## config.mk

```make
export PLATFORM = sky130hd
export DESIGN_NAME = trbg_top
export DESIGN_NICKNAME = d
export VERILOG_FILES = /design/src/hw/trbg_pkg.sv /design/src/hw/trbg_debias.sv /design/src/hw/trbg_top.sv
export SDC_FILE = /design/constraint.sdc
export NUM_CORES = 1
export LEC_CHECK = 0
export BUFFER_PORTS_ARGS = -buffer_cell sky130_fd_sc_hd__buf_4
export CAP_MARGIN = 20
export CORE_ASPECT_RATIO = 0.8
export CORE_UTILIZATION = 51
export CTS_CLUSTER_DIAMETER = 60
export DETAILED_ROUTE_END_ITERATION = 7
export HOLD_SLACK_MARGIN = 0.05
export PLACE_DENSITY_LB_ADDON = 0.05
export SYNTH_ARGS = -nofsm -noshare
export SYNTH_HDL_FRONTEND = slang
export SYNTH_SLANG_ARGS = --single-unit
```

## constraint.sdc

```tcl
create_clock -name clk_sys_i -period 3.28 [get_ports clk_sys_i]
set_input_delay 0.164 -clock clk_sys_i [delete_from_list [all_inputs] [get_ports clk_sys_i]]
set_output_delay 0.164 -clock clk_sys_i [all_outputs]
set_load 0.02 [all_outputs]
```

## src/hw/trbg_pkg.sv

```systemverilog
package trbg_pkg;
	// register byte offsets
	localparam logic [11:0] TRBG_OFS_START = 12'h000;
	localparam logic [11:0] TRBG_OFS_STOP = 12'h004;
	localparam logic [11:0] TRBG_OFS_READY = 12'h100;
	localparam logic [11:0] TRBG_OFS_SHORTS = 12'h200;
	localparam logic [11:0] TRBG_OFS_INTSET = 12'h304;
	localparam logic [11:0] TRBG_OFS_INTCLR = 12'h308;
	localparam logic [11:0] TRBG_OFS_CONFIG = 12'h504;
	localparam logic [11:0] TRBG_OFS_VALUE = 12'h508;
	localparam logic [11:0] TRBG_OFS_RUNSTAT = 12'h50c;
	// field positions
	localparam int TRBG_BIT_TRIG = 0;
	localparam int TRBG_BIT_FLAG = 0;
	localparam int TRBG_BIT_SHORT = 0;
	localparam int TRBG_BIT_IRQ = 0;
	localparam int TRBG_BIT_BIAS = 0;
	localparam int TRBG_BIT_RUN = 0;
	localparam int TRBG_BYTE_W = 8;
	localparam logic [2:0] TRBG_LAST_BIT = 3'h7;
	localparam logic [1:0] TRBG_RESP_OKAY = 2'h0;
	localparam logic [1:0] TRBG_RESP_SLVERR = 2'h2;
	localparam logic [7:0] TRBG_VALUE_RST = 8'h00;
	typedef enum logic {TRBG_PAIR_FIRST, TRBG_PAIR_SECOND} trbg_pair_t;
endpackage : trbg_pkg

```

## src/hw/trbg_debias.sv

```systemverilog
// pairs raw bits: 01 -> 0, 10 -> 1, equal pairs dropped; bypassed when off
module trbg_debias
	import trbg_pkg::*;
(
	input wire logic clk_sys_i, // system clock
	input wire logic rst_n_i, // sync reset, active low
	input wire logic flush_i, // drop a half pair
	input wire logic enable_i, // bias correction on
	input wire logic raw_bit_i, // raw noise bit
	input wire logic raw_vld_i, // raw bit strobe
	output logic out_bit_o, // corrected bit
	output logic out_vld_o // corrected bit strobe
);
	trbg_pair_t pair_ff;
	logic first_ff;

	// pair tracker
	always_ff @(posedge clk_sys_i) begin
		if (!rst_n_i || flush_i || !enable_i) begin
			pair_ff <= TRBG_PAIR_FIRST;
			first_ff <= 1'b0;
		end else if (raw_vld_i) begin
			case (pair_ff)
				TRBG_PAIR_FIRST: begin
					first_ff <= raw_bit_i;
					pair_ff <= TRBG_PAIR_SECOND;
				end
				TRBG_PAIR_SECOND: begin
					pair_ff <= TRBG_PAIR_FIRST;
				end
				default: begin
					pair_ff <= TRBG_PAIR_FIRST;
				end
			endcase
		end
	end

	// output selection
	always_comb begin
		if (!enable_i) begin
			out_bit_o = raw_bit_i;
			out_vld_o = raw_vld_i;
		end else begin
			out_bit_o = first_ff;
			out_vld_o = raw_vld_i && (pair_ff == TRBG_PAIR_SECOND) && (first_ff != raw_bit_i);
		end
	end
endmodule : trbg_debias

```

## src/hw/trbg_top.sv

```systemverilog
// Notes on behaviour
// - start task begins generation; stop task ends it
// - runs continuously once started unless the ready-halt shortcut is on; each finished byte goes to result register unless it finishes in the stop cycle
// - one value-ready event for every byte written to the result register
// - with correction on, raw bits pass a bias removal step first
// - bits shift into an eight-bit register, copied whole to the result
// - a configuration bit enables bias correction; slower but uniform
// - time per byte depends on the data; no fixed latency
// - no seed input and no seed loading needed
// - with ready-halt shortcut on, each ready event triggers stop
// - ready flag reads 1 when generated; writing 0 clears it
// - write 1 to set bit enables irq; 1 to clear bit disables
module trbg_top
	import trbg_pkg::*;
(
	input wire logic clk_sys_i, // system clock, 25 MHz
	input wire logic rst_n_i, // sync reset, active low
	input wire logic noise_random_source_bit_i, // raw noise bit
	input wire logic noise_random_source_vld_i, // raw bit strobe
	input wire logic [11:0] s_axi_awaddr, // write address
	input wire logic s_axi_awvalid, // write address valid
	output logic s_axi_awready, // write address ready
	input wire logic [31:0] s_axi_wdata, // write data
	input wire logic [3:0] s_axi_wstrb, // write strobes
	input wire logic s_axi_wvalid, // write data valid
	output logic s_axi_wready, // write data ready
	output logic [1:0] s_axi_bresp, // write response
	output logic s_axi_bvalid, // write response valid
	input wire logic s_axi_bready, // write response ready
	input wire logic [11:0] s_axi_araddr, // read address
	input wire logic s_axi_arvalid, // read address valid
	output logic s_axi_arready, // read address ready
	output logic [31:0] s_axi_rdata, // read data
	output logic [1:0] s_axi_rresp, // read response
	output logic s_axi_rvalid, // read valid
	input wire logic s_axi_rready, // read ready
	output logic irq_o // value-ready interrupt, level
);
	logic running_ff;
	logic bias_en_ff;
	logic shortcut_ff;
	logic irq_en_ff;
	logic value_ready_flag_ff;
	logic [7:0] shift_ff;
	logic [2:0] count_ff;
	logic [7:0] value_ff;
	logic aw_hold_ff;
	logic w_hold_ff;
	logic [11:0] awaddr_ff;
	logic [31:0] wdata_ff;
	logic [3:0] wstrb_ff;
	logic irq_ff;
	logic nxt_running;
	logic wr_fire;
	logic byte_done;
	logic start_trig;
	logic stop_trig;
	logic cor_bit;
	logic cor_vld;
	logic [31:0] rd_word;
	logic rd_hit;
	logic wr_hit;
	logic nxt_aw_hold;
	logic nxt_w_hold;
	logic nxt_bvalid;
	logic nxt_rvalid;
	logic sel_start;
	logic sel_stop;
	logic sel_flag;
	logic sel_short;
	logic sel_iset;
	logic sel_iclr;
	logic sel_cfg;
	logic byte_keep;
	logic flush_pair;
	logic raw_vld_run;

	// true when offset maps to a register
	function automatic logic trbg_mapped(input logic [11:0] a);
		case (a)
			TRBG_OFS_START, TRBG_OFS_STOP, TRBG_OFS_READY, TRBG_OFS_SHORTS,
			TRBG_OFS_INTSET, TRBG_OFS_INTCLR, TRBG_OFS_CONFIG, TRBG_OFS_VALUE,
			TRBG_OFS_RUNSTAT: trbg_mapped = 1'b1;
			default: trbg_mapped = 1'b0;
		endcase
	endfunction : trbg_mapped

	// true when a write lands on the given register
	function automatic logic trbg_wr_at(input logic [11:0] a, input logic [11:0] ofs);
		trbg_wr_at = (a == ofs);
	endfunction : trbg_wr_at

	// next write handshake state; the ready outputs are registered from it
	assign nxt_aw_hold = (s_axi_awvalid && s_axi_awready) || (aw_hold_ff && !wr_fire);
	assign nxt_w_hold = (s_axi_wvalid && s_axi_wready) || (w_hold_ff && !wr_fire);
	assign nxt_bvalid = wr_fire || (s_axi_bvalid && !s_axi_bready);

	// write address latch
	always_ff @(posedge clk_sys_i) begin
		if (!rst_n_i) begin
			aw_hold_ff <= 1'b0;
			awaddr_ff <= 12'h000;
		end else begin
			aw_hold_ff <= nxt_aw_hold;
			if (s_axi_awvalid && s_axi_awready) begin
				awaddr_ff <= s_axi_awaddr;
			end
		end
	end

	// write data latch, taken before or after the address
	always_ff @(posedge clk_sys_i) begin
		if (!rst_n_i) begin
			w_hold_ff <= 1'b0;
			wdata_ff <= 32'h0000_0000;
			wstrb_ff <= 4'h0;
		end else begin
			w_hold_ff <= nxt_w_hold;
			if (s_axi_wvalid && s_axi_wready) begin
				wdata_ff <= s_axi_wdata;
				wstrb_ff <= s_axi_wstrb;
			end
		end
	end

	// write lands once address and data are both held
	assign wr_fire = aw_hold_ff && w_hold_ff && !s_axi_bvalid;
	assign wr_hit = wr_fire && wstrb_ff[0];

	// write ready outputs from flops; low in reset, high one edge after
	always_ff @(posedge clk_sys_i) begin
		if (!rst_n_i) begin
			s_axi_awready <= 1'b0;
			s_axi_wready <= 1'b0;
		end else begin
			// no new write while one is held or its response is pending
			s_axi_awready <= !nxt_aw_hold && !nxt_bvalid;
			s_axi_wready <= !nxt_w_hold && !nxt_bvalid;
		end
	end

	// write response valid, held until the master takes it
	always_ff @(posedge clk_sys_i) begin
		if (!rst_n_i) begin
			s_axi_bvalid <= 1'b0;
		end else begin
			s_axi_bvalid <= nxt_bvalid;
		end
	end

	// write response code, refused for an unmapped offset
	always_ff @(posedge clk_sys_i) begin
		if (!rst_n_i) begin
			s_axi_bresp <= TRBG_RESP_OKAY;
		end else if (wr_fire) begin
			s_axi_bresp <= trbg_mapped(awaddr_ff) ? TRBG_RESP_OKAY : TRBG_RESP_SLVERR;
		end
	end

	// decoded write strobes, one per writable register
	assign sel_start = wr_hit && trbg_wr_at(awaddr_ff, TRBG_OFS_START);
	assign sel_stop = wr_hit && trbg_wr_at(awaddr_ff, TRBG_OFS_STOP);
	assign sel_flag = wr_hit && trbg_wr_at(awaddr_ff, TRBG_OFS_READY);
	assign sel_short = wr_hit && trbg_wr_at(awaddr_ff, TRBG_OFS_SHORTS);
	assign sel_iset = wr_hit && trbg_wr_at(awaddr_ff, TRBG_OFS_INTSET);
	assign sel_iclr = wr_hit && trbg_wr_at(awaddr_ff, TRBG_OFS_INTCLR);
	assign sel_cfg = wr_hit && trbg_wr_at(awaddr_ff, TRBG_OFS_CONFIG);

	// task triggers from writes of one
	assign start_trig = sel_start && wdata_ff[TRBG_BIT_TRIG];
	assign stop_trig = sel_stop && wdata_ff[TRBG_BIT_TRIG];

	always_ff @(posedge clk_sys_i) begin
		if (!rst_n_i) begin
			bias_en_ff <= 1'b0;
		end else if (sel_cfg) begin
			bias_en_ff <= wdata_ff[TRBG_BIT_BIAS];
		end
	end

	always_ff @(posedge clk_sys_i) begin
		if (!rst_n_i) begin
			shortcut_ff <= 1'b0;
		end else if (sel_short) begin
			shortcut_ff <= wdata_ff[TRBG_BIT_SHORT];
		end
	end

	// set and clear, writes of zero ignored
	always_ff @(posedge clk_sys_i) begin
		if (!rst_n_i) begin
			irq_en_ff <= 1'b0;
		end else if (sel_iset && wdata_ff[TRBG_BIT_IRQ]) begin
			irq_en_ff <= 1'b1;
		end else if (sel_iclr && wdata_ff[TRBG_BIT_IRQ]) begin
			irq_en_ff <= 1'b0;
		end
	end

	// pair stage is flushed while stopped and fed only while running
	assign flush_pair = !running_ff;
	assign raw_vld_run = noise_random_source_vld_i && running_ff;

	trbg_debias u_debias (
		.clk_sys_i(clk_sys_i),
		.rst_n_i(rst_n_i),
		.flush_i(flush_pair),
		.enable_i(bias_en_ff),
		.raw_bit_i(noise_random_source_bit_i),
		.raw_vld_i(raw_vld_run),
		.out_bit_o(cor_bit),
		.out_vld_o(cor_vld)
	);

	// byte completes only when enough bits arrive
	assign byte_done = running_ff && cor_vld && count_ff == TRBG_LAST_BIT;

	// a byte finishing in the stop cycle is dropped
	assign byte_keep = byte_done && !stop_trig;

	// run state, start wins over stop in the same cycle
	always_comb begin
		nxt_running = running_ff;
		if (stop_trig) begin
			nxt_running = 1'b0;
		end
		if (byte_done && shortcut_ff) begin
			nxt_running = 1'b0;
		end
		if (start_trig) begin
			nxt_running = 1'b1;
		end
	end

	// no seed: run flag is the only state needed to start
	always_ff @(posedge clk_sys_i) begin
		if (!rst_n_i) begin
			running_ff <= 1'b0;
		end else begin
			running_ff <= nxt_running;
		end
	end

	// shift register, first bit ends in the top bit
	always_ff @(posedge clk_sys_i) begin
		if (!rst_n_i) begin
			shift_ff <= TRBG_VALUE_RST;
		end else if (running_ff && !stop_trig && cor_vld) begin
			shift_ff <= {shift_ff[TRBG_BYTE_W-2:0], cor_bit};
		end
	end

	// bit count, cleared while stopped to drop a partial byte
	always_ff @(posedge clk_sys_i) begin
		if (!rst_n_i) begin
			count_ff <= 3'h0;
		end else if (!running_ff || stop_trig) begin
			count_ff <= 3'h0;
		end else if (cor_vld) begin
			count_ff <= count_ff + 3'h1;
		end
	end

	always_ff @(posedge clk_sys_i) begin
		if (!rst_n_i) begin
			value_ff <= TRBG_VALUE_RST;
		end else if (byte_keep) begin
			value_ff <= {shift_ff[TRBG_BYTE_W-2:0], cor_bit};
		end
	end

	// ready flag, set wins over clear
	always_ff @(posedge clk_sys_i) begin
		if (!rst_n_i) begin
			value_ready_flag_ff <= 1'b0;
		end else if (byte_keep) begin
			value_ready_flag_ff <= 1'b1;
		end else if (sel_flag) begin
			value_ready_flag_ff <= wdata_ff[TRBG_BIT_FLAG];
		end
	end

	always_ff @(posedge clk_sys_i) begin
		if (!rst_n_i) begin
			irq_ff <= 1'b0;
		end else begin
			irq_ff <= value_ready_flag_ff && irq_en_ff;
		end
	end
	assign irq_o = irq_ff;

	// read data mux
	always_comb begin
		rd_word = 32'h0000_0000;
		rd_hit = trbg_mapped(s_axi_araddr);
		case (s_axi_araddr)
			TRBG_OFS_READY: rd_word[TRBG_BIT_FLAG] = value_ready_flag_ff;
			TRBG_OFS_SHORTS: rd_word[TRBG_BIT_SHORT] = shortcut_ff;
			TRBG_OFS_INTSET: rd_word[TRBG_BIT_IRQ] = irq_en_ff;
			TRBG_OFS_INTCLR: rd_word[TRBG_BIT_IRQ] = irq_en_ff;
			TRBG_OFS_CONFIG: rd_word[TRBG_BIT_BIAS] = bias_en_ff;
			TRBG_OFS_VALUE: rd_word[TRBG_BYTE_W-1:0] = value_ff;
			TRBG_OFS_RUNSTAT: rd_word[TRBG_BIT_RUN] = running_ff;
			default: rd_word = 32'h0000_0000;
		endcase
	end

	// next read valid: set when the address is taken, kept until taken back
	assign nxt_rvalid = (s_axi_arvalid && s_axi_arready) || (s_axi_rvalid && !s_axi_rready);

	// read ready from a flop; one read under way at a time
	always_ff @(posedge clk_sys_i) begin
		if (!rst_n_i) begin
			s_axi_arready <= 1'b0;
		end else begin
			s_axi_arready <= !nxt_rvalid;
		end
	end

	// read valid, held until the master takes it
	always_ff @(posedge clk_sys_i) begin
		if (!rst_n_i) begin
			s_axi_rvalid <= 1'b0;
		end else begin
			s_axi_rvalid <= nxt_rvalid;
		end
	end

	// read data and response, latched when the address is taken
	always_ff @(posedge clk_sys_i) begin
		if (!rst_n_i) begin
			s_axi_rdata <= 32'h0000_0000;
			s_axi_rresp <= TRBG_RESP_OKAY;
		end else if (s_axi_arvalid && s_axi_arready) begin
			s_axi_rdata <= rd_word;
			s_axi_rresp <= rd_hit ? TRBG_RESP_OKAY : TRBG_RESP_SLVERR;
		end
	end
endmodule : trbg_top

```

# After elaboration in Yosys (flattened, before gate mapping)
# Index checks and enable logic that the tools add are counted.
[word_totals]
reg_bits = 59
in_bits = 69
out_inout_bits = 42
elab_cells = 125
[op_classes]
addsub = 1
eq_ne = 18
n_mux = 18
bitwise = 2
n_reduce_logical = 62
[ops]
columns = ["cell", "n"]
rows = [
  ["12-bit by 10-bit equality test with 1-bit output, second input constant", 6],
  ["12-bit by 11-bit equality test with 1-bit output, second input constant", 6],
  ["1-bit logical AND", 33],
  ["12-bit by 3-bit equality test with 1-bit output, second input constant", 2],
  ["12-bit by 9-bit equality test with 1-bit output, second input constant", 2],
  ["12-bit zero test", 2],
  ["9-bit OR reduction", 2],
  ["1-bit 2-to-1 mux", 13],
  ["1-bit zero test", 12],
  ["1-bit logical OR", 7],
  ["7-bit 2-to-1 mux", 1],
  ["1-bit case mux with 6 select lines", 1],
  ["2-bit 2-to-1 mux", 2],
  ["2-bit nonzero test", 2],
  ["2-bit OR reduction", 2],
  ["3-bit by 1-bit adder with 3-bit output, second input constant", 1],
  ["3-bit equality test, second input constant", 1],
  ["3-bit nonzero test", 1],
  ["1-bit inverter", 2],
  ["1-bit case mux with 2 select lines", 1],
  ["2-bit AND reduction", 1],
  ["1-bit inequality test", 1],
]

# Longest topological paths before layout
# Gate-level depths: netlist (run 1).
[logic_depth]
depth_word = 9
depth_mapped = 5

# By module
# From an unflattened synthesis (run 1), not the netlist that was laid out.
[unflattened]
hier_cells = 308
hier_area_um2 = 2708.8
[by_module_without_submodules]
columns = ["mod", "instances", "cells_each", "area_per_inst_um2", "seq_area_each_um2"]
rows = [
  ["trbg_top", 1, 296, 2591.2, 1101.1],
  ["trbg_debias", 1, 12, 117.6, 40.0],
]

# Least setup slack after synthesis (run 1)
# OpenSTA, ideal clock, no wires.
[synth_path]
path_type = "register to register"
startpoint = "register s_axi_bvalid"
endpoint = "register value_ff[0]"
setup_ps = 72
arrival_ps = 1508
t_required_ps = 3208
path_slack_ps = 1700
stages_incl_launch_ff = 6
path_buffers = 1
cell_sequence = "dfxtp_1 > and4b_1 > nand3_1 > o311ai_1 > buf_4 > mux2i_1"
[synth_via]
elab_chain_len = 7
[synth_rtl]
columns = ["element", "line", "source"]
rows = [
  ["start: declaration", "trbg_top.sv:28", "output logic s_axi_bvalid,"],
  ["start signal: assignment", "trbg_top.sv:147", "s_axi_bvalid <= nxt_bvalid;"],
  ["1-bit zero test", "trbg_top.sv:127", "assign wr_fire = aw_hold_ff && w_hold_ff && !s_axi_bvalid;"],
  ["1-bit logical AND", "trbg_top.sv:127", ""],
  ["1-bit logical AND", "trbg_top.sv:128", "assign wr_hit = wr_fire && wstrb_ff[0];"],
  ["1-bit logical AND", "trbg_top.sv:162", "assign sel_stop = wr_hit && trbg_wr_at(awaddr_ff, TRBG_OFS_STOP);"],
  ["1-bit logical AND", "trbg_top.sv:171", "assign stop_trig = sel_stop && wdata_ff[TRBG_BIT_TRIG];"],
  ["1-bit zero test", "trbg_top.sv:219", "assign byte_keep = byte_done && !stop_trig;"],
  ["1-bit logical AND", "trbg_top.sv:219", ""],
  ["end signal: assignment", "trbg_top.sv:268", "value_ff <= {shift_ff[TRBG_BYTE_W-2:0], cor_bit};"],
  ["end: declaration", "trbg_top.sv:46", "logic [7:0] value_ff;"],
]
# No other way between the ends.
# A chain may end at the register's enable or synchronous reset.

# Worst setup path after layout (run 1)
[layout_path]
startpoint = "register awaddr_ff[11]"
endpoint = "register value_ff[7]"
[layout_via]
elab_chain_len = 5
[layout_rtl]
columns = ["element", "line", "source"]
rows = [
  ["start: declaration", "trbg_top.sv:49", "logic [11:0] awaddr_ff;"],
  ["start signal: assignment", "trbg_top.sv:106", "awaddr_ff <= s_axi_awaddr;"],
  ["12-bit by 3-bit equality test with 1-bit output", "trbg_top.sv:90", "trbg_wr_at = (a == ofs);"],
  ["1-bit logical AND", "trbg_top.sv:162", ""],
  ["1-bit logical AND", "trbg_top.sv:171", ""],
  ["1-bit zero test", "trbg_top.sv:219", ""],
  ["1-bit logical AND", "trbg_top.sv:219", ""],
]
# No other way between the ends.

==> results of run 1 <==
-- layout make-up --
| class | count | area (um^2) | area share, % |
|---|---|---|---|
| well taps | 62 | 77.57 | 2.448 |
| clock inverters | 6 | 67.56 | 2.132 |
| flip-flops and latches | 57 | 1141 | 36.00 |
| multi-input cells | 231 | 1346 | 42.48 |
| clock buffers | 10 | 127.6 | 4.027 |
| repair buffers | 51 | 382.9 | 12.08 |
| inverters | 7 | 26.28 | 0.8291 |
-- worst max-delay path, stage by stage, from the launching register on --
cell and delay [ns]:
dfxtp_1 0.33, nor4_4 0.44, nand2_2 0.17, o311ai_1 0.35
buf_4 0.27, mux2i_1 0.22
-- kinds of logic after synthesis --
logic type	after synthesis	share of synthesized area, %
other	1	0.1414
AOI/OAI and AO/OA	55	13.59
muxes	20	7.594
adders and majority gates	3	1.321
buffers and inverters	42	9.764
DFF	57	43.02
xor gates and xnor gates	4	1.321
and+or+nand+nor	123	23.26
-- sequential cells by signal, summed over array words and instances (netlist names), 3 cells and up --
register     count
awaddr_ff       12
count_ff         3
s_axi_rdata      8
shift_ff         7
value_ff         8
-- final timing paths --
path | from | endpoint | slack, ns | cells past startpoint
setup / recovery | awaddr_ff[11]$_SDFFE_PN0P_ | value_ff[7]$_SDFFE_PN0P_ | 1.41 | 5
setup reg to reg | awaddr_ff[11]$_SDFFE_PN0P_ | value_ff[7]$_SDFFE_PN0P_ | 1.41 | 5
hold / removal | s_axi_awaddr[5] | awaddr_ff[5]$_SDFFE_PN0P_ | 0.07 | 3
hold reg to reg | s_axi_rdata[2]$_SDFFE_PN0P_ | s_axi_rdata[2]$_SDFFE_PN0P_ | 0.46 | 2
-- synthesized netlist by cell type (2+ instances only) --
library cell,instances
or3_1,3
buf_4,27
nor3_1,3
and3_1,2
nand4_1,3
nand2_1,68
o21ai_0,7
nand2b_1,6
inv_1,6
o311ai_1,2
mux2i_1,19
a21oi_1,30
xnor2_1,4
and4b_1,2
nor4_4,2
ha_1,2
nand3b_1,2
a31oi_1,2
nand4b_1,2
a21o_1,2
nand3_1,8
dfxtp_1,57
nor2_1,11
and2_1,3
nor4_1,3
clkbuf_1,8
-- report_power, final --
group / internal, mW / switching [mW] / leakage (nW)
clock network: 0.353 / 0.289 / 0.0929
registers: 0.709 / 0.0182 / 0.462
logic: 0.0629 / 0.101 / 0.787
total: 1.12 / 0.408 / 1.34
-- routing by layer --
layer  up-vias  GRT usage (%)
met5         -              0
met4         0          10.56
met3         9          5.753
met2        59          30.17
met1       991          26.58
li1       1115              -
-- per-stage QoR --
step	hold slack [ns]	power, mW	std cells	area (um^2)	util, %
after floorplan	0.3000	0.8655	330	2746	-
after CTS	0.06114	1.547	424	3169	63.29
after global placement	0.4120	0.9023	408	2974	59.40
after detailed placement	0.4213	0.9054	408	2974	59.40
final	0.07107	1.533	424	3169	63.29
after global routing	0.08404	1.598	424	3169	63.29
==> impl_metrics.toml, run 1 <==
[critical_path]
critPathLaunchType = "flop"
criticalPathCategory = "flop to flop"
endpoint_kind = "flop"
arrival_ns = 2.13
worst_ep_required_time_ns = 3.54
path_max_fanout = 9

[floorplanning]
io_pins = 111
start_util_pct = 52.97
die_y_um = 66.51
rows = 23
die_w_um = 82.63
core_area_mm2 = 0.005007
fp.dieArea_mm2 = 0.005495

[sta]
period_share_pct = 57.04
hold_viol = 0
final_max_slew_viol_count = 0
tightest_slew_ns = 0.7590
skew_ns = 0.008923
period_needed_ns = 1.871
timing.setup.tns_ns = 0
max_freq_ghz = 0.5345
maxSlewHeadroom_pct = 49.09
rsz0062_at_grt = "false"
layout_setup_ws_ns = 1.409
setup-violations-final = 0

[logic_synthesis]
ys_ff_latch = 57
synth_seq_area_share_pct = 43.02
synth_top_area_share_pct = 43.02
yosysUniqueCellTypes = 47
synth.cell_area_mm2 = 0.002653
async_flop_share_pct = 0
synthCells = 305
avgSynthCellArea_um2 = 8.697
synth.largest_area_cell = "dfxtp_1"
ys_top_cells_by_area = "dfxtp_1, nand2_1, buf_4, mux2i_1, a21oi_1"
synth_edf_count = 0
synth_ff_type = "dfxtp_1"
yosysWarnings = 0

[global_routing]
antenna_found_initial = 0
grt-ovfl-total = 0
grtUsageTotal_pct = 20.31
grt_max_degree = 27
grt_pass1_wl_mm = 8.280
first_global_vias = 1894

[clock_network]
cts_tree = "yes"
cts_buffers = 9
clockBufferDepth = 2
cts_htree_levels = 3
insertion_delay_ns = 0.33
clk_pin_slew_ns = 0.07
ctsHoldBuffers = 0
cts_setup_buffers = 0
clock_sinks = 57
cts-resized-gates = 0
clockRootBuffer = "clkbuf_8"

[final_layout]
nFillCells = 461
drive_gt1_share_pct = 20.99
layout_common_cells = "nand2_1, dfxtp_1, buf_4, a21oi_1, conb_1"
area_delta_synth_final_pct = 19.48
mostFrequentLayoutCell = "nand2_1"
nets = 428
antenna-diode-count = 0

[pwr]
ir_drop_v = 0.0003447
p_leak_nw = 1.342
p_per_area_mw_per_mm2 = 483.7

[drt]
wl_met2_mm = 2.243
wl_met1_mm = 2.602
wl_met3_um = 270
drt_pass1_iterations = 4
drtIter0Drc = 103
ant_nets = 0
vias = 2174
top_layer_used = "met4"
vias_per_cell = 5.127
drt-total-wl_mm = 5.208
wire_per_inst_um = 12.28
drc = 0

[placement]
hpwl_mm = 3.630
pre_cts_slack_ns = 1.450
portBuffers = 50
gp_congestion = 0.7935

[flow_run]
cap_violations = 0

[outcome]
status = "complete, no violations"

[worst_hold_path]
hp-class = "input pin to flop"
Note: power is estimated with default switching activity, not from simulation.
==> run 2, diff against run 1 <==
--- a/config.mk
+++ b/config.mk
@@ -8,7 +8,7 @@
 export BUFFER_PORTS_ARGS = -buffer_cell sky130_fd_sc_hd__buf_4
 export CAP_MARGIN = 20
 export CORE_ASPECT_RATIO = 0.8
-export CORE_UTILIZATION = 51
+export CORE_UTILIZATION = 48
 export CTS_CLUSTER_DIAMETER = 60
 export DETAILED_ROUTE_END_ITERATION = 7
 export HOLD_SLACK_MARGIN = 0.05
==> constraint.sdc (replaced) <==
create_clock -name clk_sys_i -period 1.9 [get_ports clk_sys_i]
set_input_delay 0.095 -clock clk_sys_i [delete_from_list [all_inputs] [get_ports clk_sys_i]]
set_output_delay 0.095 -clock clk_sys_i [all_outputs]
set_load 0.02 [all_outputs]
==> run 2 against run 1 <==
  * Clock power rose by 110%
  * Combinational power rose by 98%
  * Power rose by 93%
  * Die area rose by 6.1%
  * Global-route usage rose by 0.73 points
  * Register-to-register slack got worse by 1.2 ns
  * Largest cell class unchanged
  * Largest power group is now clock
==> impl_metrics.toml, run 2 (synthesis results as in run 1) <==
[floorplanning]
rows = 23
core_area_mm2 = 0.005151
die_w_um = 85.11
start_util_pct = 51.49
fp.dieArea_mm2 = 0.005829
io_pins = 111
die_y_um = 68.49

[sta]
hold_viol = 0
final_max_slew_viol_count = 0
rsz0062_at_grt = "false"
setup-violations-final = 0
max_freq_ghz = 0.5744
timing.setup.tns_ns = 0
period_needed_ns = 1.741
period_share_pct = 91.62
layout_setup_ws_ns = 0.1592
skew_ns = 0.007122

[final_layout]
largest_reg_flops = 12
mostFrequentLayoutCell = "nand2_1"
regMostFlops = "awaddr_ff"
layout_common_cells = "nand2_1, dfxtp_1, buf_4, a21oi_1, conb_1"
nFillCells = 453
nets = 451
reg_top3 = "awaddr_ff x12, s_axi_rdata x8, value_ff x8"
area_delta_synth_final_pct = 29.76
antenna-diode-count = 0
drive_gt1_share_pct = 21.30

[placement]
gp_congestion = 0.7681
pre_cts_slack_ns = 0.1611
portBuffers = 50
hpwl_mm = 3.778

[clock_network]
cts_buffers = 9
clockRootBuffer = "clkbuf_8"
cts_tree = "yes"
clockBufferDepth = 2
clock_sinks = 57
cts_htree_levels = 3
clk_pin_slew_ns = 0.07
insertion_delay_ns = 0.34

[critical_path]
path_max_fanout = 9
worstPathCellList = "and4b_1 -> nand3_2 -> o311ai_1 -> buf_4 -> mux2i_1"
path_depth = 5
path_buf_inv = 1
r2r_cells = 5
criticalPathCategory = "flop to flop"
endpoint_kind = "flop"
r2r-end = "value_ff[3]$_SDFFE_PN0P_"
r2r_setup_slack_ns = 0.16
crit_family = "simple AND/OR/NAND/NOR gates"
arrival_ns = 2.01
critPathLaunchType = "flop"
max_stage_delay_ns = 0.39
r2r_start = "w_hold_ff$_SDFF_PN0_"
critPathSlowestCell = "dfxtp_1"
worst_ep_required_time_ns = 2.16

[drt]
drtIter0Drc = 102
ant_nets = 0
drc = 0
vias = 2290
vias_per_cell = 5.123
drt-total-wl_mm = 5.509
drt_pass1_iterations = 7
wire_per_inst_um = 12.32

[global_routing]
first_global_vias = 2124
grt-ovfl-total = 0
grt_max_degree = 25
grtUsageTotal_pct = 21.04
grt_pass1_wl_mm = 9.356
antenna_found_initial = 0

[worst_hold_path]
whs_path_depth = 3
worstHoldEndpoint = "wdata_ff[0]$_SDFFE_PN0P_"
worstHoldStart = "s_axi_wvalid"
hp-class = "input pin to flop"

[pwr]
p_leak_nw = 1.470
p_per_area_mw_per_mm2 = 860.1
ir_drop_v = 0.0005965

[outcome]
status = "complete, no violations"

[flow_run]
cap_violations = 0
==> run 2: final cells by class <==
type                    instances  area, um^2  area share (%)
inverters                       7       26.28          0.7634
flip-flops and latches         57        1141           33.15
multi-input cells             231        1351           39.26
clock inverters                 6       105.1           3.053
clock buffers                  10       137.6           3.999
repair buffers                 74       603.1           17.52
well taps                      62       77.57           2.254
==> run 2: how the worst max path moves through the flow <==
stage | startpoint | to | slack (ns)
2_1_floorplan | s_axi_bvalid$_SDFF_PN0_ | value_ff[0]$_SDFFE_PN0P_ | 0.32
3_3_place_gp | w_hold_ff$_SDFF_PN0_ | value_ff[7]$_SDFFE_PN0P_ | 0.18
3_5_place_dp | w_hold_ff$_SDFF_PN0_ | value_ff[7]$_SDFFE_PN0P_ | 0.16
4_1_cts | w_hold_ff$_SDFF_PN0_ | value_ff[3]$_SDFFE_PN0P_ | 0.04
5_1_grt | w_hold_ff$_SDFF_PN0_ | value_ff[1]$_SDFFE_PN0P_ | 0.05
6_report | w_hold_ff$_SDFF_PN0_ | value_ff[3]$_SDFFE_PN0P_ | 0.16
==> run 2: metal layers <==
layer  routed length (um)  GRT usage (%)
met1                 2628          24.85
met2                 2476          35.48
met3                  360          8.214
met4                   43          7.415
met5                    0              0
==> run 2: what timing repair did <==
item                                    4_1_cts  5_1_grt
resized for setup                             0        1
buffers inserted                              0        0
endpoints found under the setup margin        0        7
hold buffers                                 19        0
hold endpoints to repair                     18        0
==> run 2: stage by stage <==
stage	instances	instance area [um^2]	utilization, %	total power, mW	hold WS, ns
floorplan	330	2746	-	1.494	0.2310
finish	447	3442	66.82	2.960	0.06468
global route	447	3442	66.82	3.086	0.06955
global placement	412	3004	58.32	1.569	0.3430
detailed placement	412	3004	58.32	1.573	0.3491
CTS	447	3437	66.72	2.986	0.05669
==> run 2: report_power, final <==
part | internal (mW) | switching, mW
combinational | 0.142 | 0.182
sequential | 1.22 | 0.0309
clock | 0.899 | 0.481
total | 2.27 | 0.694
==> run 2: worst reg2reg max path: stages (launching register included) <==
cell,delay [ns]
dfxtp_1,0.39
and4b_1,0.31
nand3_2,0.17
o311ai_1,0.32
buf_4,0.27
mux2i_1,0.21
==> run 3, diff against run 2 <==
==> constraint.sdc (replaced) <==
create_clock -name clk_sys_i -period 1.9 [get_ports clk_sys_i]
set_input_delay 0.38 -clock clk_sys_i [delete_from_list [all_inputs] [get_ports clk_sys_i]]
set_output_delay 0.38 -clock clk_sys_i [all_outputs]
set_load 0.02 [all_outputs]
==> run 3 against run 2 <==
  * Maximum frequency rose by 2.0%
  * Sequential power barely moved
  * Clock power fell by 25%
  * Sequential share of layout area rose by 2.6 points
  * Highest routed layer unchanged
==> impl_metrics.toml, run 3 (synthesis results as in run 1) <==
[drt]
drt-total-wl_mm = 5.097
drtIter0Drc = 79
wire_per_inst_um = 11.91
vias_per_cell = 5.086
drc = 0
drt_pass1_iterations = 6
vias = 2177
ant_nets = 0

[sta]
hold_viol = 0
setup-violations-final = 0
layout_setup_ws_ns = 0.1929
period_needed_ns = 1.707
period_share_pct = 89.84
max_freq_ghz = 0.5858
rsz0062_at_grt = "false"
skew_ns = 0.006296
final_max_slew_viol_count = 0
timing.setup.tns_ns = 0

[critical_path]
r2r-end = "value_ff[7]$_SDFFE_PN0P_"
path_max_fanout = 9
crit_start = "w_hold_ff$_SDFF_PN0_"
critPathSlowestCell = "dfxtp_1"
path_depth = 5
endpoint_kind = "flop"
r2r_start = "w_hold_ff$_SDFF_PN0_"
worst_ep_required_time_ns = 2.16
criticalPathCategory = "flop to flop"
crit_family = "simple AND/OR/NAND/NOR gates"
worstPathCellList = "and4b_1 -> nand3_1 -> o311ai_1 -> buf_4 -> mux2i_1"
critPathLaunchType = "flop"
cp-endpoint = "value_ff[7]$_SDFFE_PN0P_"
r2r_setup_slack_ns = 0.19
path_buf_inv = 1
arrival_ns = 1.96
max_stage_delay_ns = 0.39
r2r_cells = 5

[final_layout]
nets = 433
reg_top3 = "awaddr_ff x12, s_axi_rdata x8, value_ff x8"
stdcell_area_mm2 = 0.003188
drive_gt1_share_pct = 21.58
layout_common_cells = "nand2_1, dfxtp_1, buf_4, a21oi_1, conb_1"
antenna-diode-count = 0
regMostFlops = "awaddr_ff"
multiInputGateArea_mm2 = 0.001346
nFillCells = 458
area_delta_synth_final_pct = 20.19
postLayoutCoreUtil_pct = 61.89
mostFrequentLayoutCell = "nand2_1"
largest_reg_flops = 12
seq_area_mm2 = 0.001141

[worst_hold_path]
hp-class = "input pin to flop"
whs_path_depth = 3
worstHoldStart = "s_axi_awaddr[6]"

[clock_network]
clk_pin_slew_ns = 0.06
cts_setup_buffers = 0
cts_buffers = 9
clockRootBuffer = "clkbuf_8"
clock_sinks = 57
clockBufferDepth = 2
cts_tree = "yes"
insertion_delay_ns = 0.33
ctsHoldBuffers = 0
cts-resized-gates = 0
cts_htree_levels = 3

[floorplanning]
core_area_mm2 = 0.005151
die_y_um = 68.49
rows = 23
die_w_um = 85.11
fp.dieArea_mm2 = 0.005829
start_util_pct = 51.49
io_pins = 111

[outcome]
status = "complete, no violations"

[pwr]
ir_drop_v = 0.0005985
p_per_area_mw_per_mm2 = 809.5
p_leak_nw = 1.366

[global_routing]
antenna_found_initial = 0
grt_busiest_layer = "met2"
grt_util_met3_pct = 6.548
grt_util_met2_pct = 30.44
grtUsageTotal_pct = 19.32
grt-ovfl-total = 0
grt_max_degree = 25
first_global_vias = 1968
use_met1_pct = 24.59
grt_pass1_wl_mm = 8.625

[placement]
gp_congestion = 0.7781
hpwl_mm = 3.713
post_dp_cell_area_mm2 = 0.003012
pre_cts_slack_ns = 0.1976
portBuffers = 50

[flow_run]
cap_violations = 0
run 3: through the flow:
stage	std cells	power (mW)	hold WS (ns)
after floorplan	330	1.494	0.4297
after global placement	413	1.569	0.4432
after detailed placement	413	1.573	0.4471
after CTS	428	2.613	0.2824
after global routing	428	2.704	0.2850
final	428	2.581	0.2998
run 3: cell type report:
type / instances / area share [%]
Clock inverter: 4 / 1.413
Multi-Input combinational cell: 231 / 42.23
Timing Repair Buffer: 56 / 13.19
Tap cell: 62 / 2.433
Clock buffer: 11 / 4.121
Inverter: 7 / 0.8242
Sequential cell: 57 / 35.79
run 3: worst register-to-register path, stage by stage (launching register included):
cell and delay, ns:
dfxtp_1 0.39, and4b_1 0.28, nand3_1 0.22, o311ai_1 0.30, buf_4 0.25, mux2i_1 0.20
run 3: worst min-delay path by stage:
stage,to,slack [ns]
finish,awaddr_ff[6]$_SDFFE_PN0P_,0.30
detailed placement,s_axi_rdata[3]$_SDFFE_PN0P_,0.45
floorplan,s_axi_awready$_SDFF_PN0_,0.43
global route,awaddr_ff[10]$_SDFFE_PN0P_,0.29
global placement,s_axi_rdata[1]$_SDFFE_PN0P_,0.44
CTS,awaddr_ff[6]$_SDFFE_PN0P_,0.28
run 3: routing by layer:
metal  up-vias  part of all wire, %
li1       1126                    -
met1       987                   51
met2        60                   42
met3         4                  6.0
met4         0                 0.75
met5         -                    0
run 3: power by group:
| group | internal [mW] | total [mW] | switching [mW] |
|---|---|---|---|
| combinational | 0.117 | 0.293 | 0.175 |
| sequential | 1.22 | 1.25 | 0.0302 |
| clock | 0.592 | 1.03 | 0.441 |
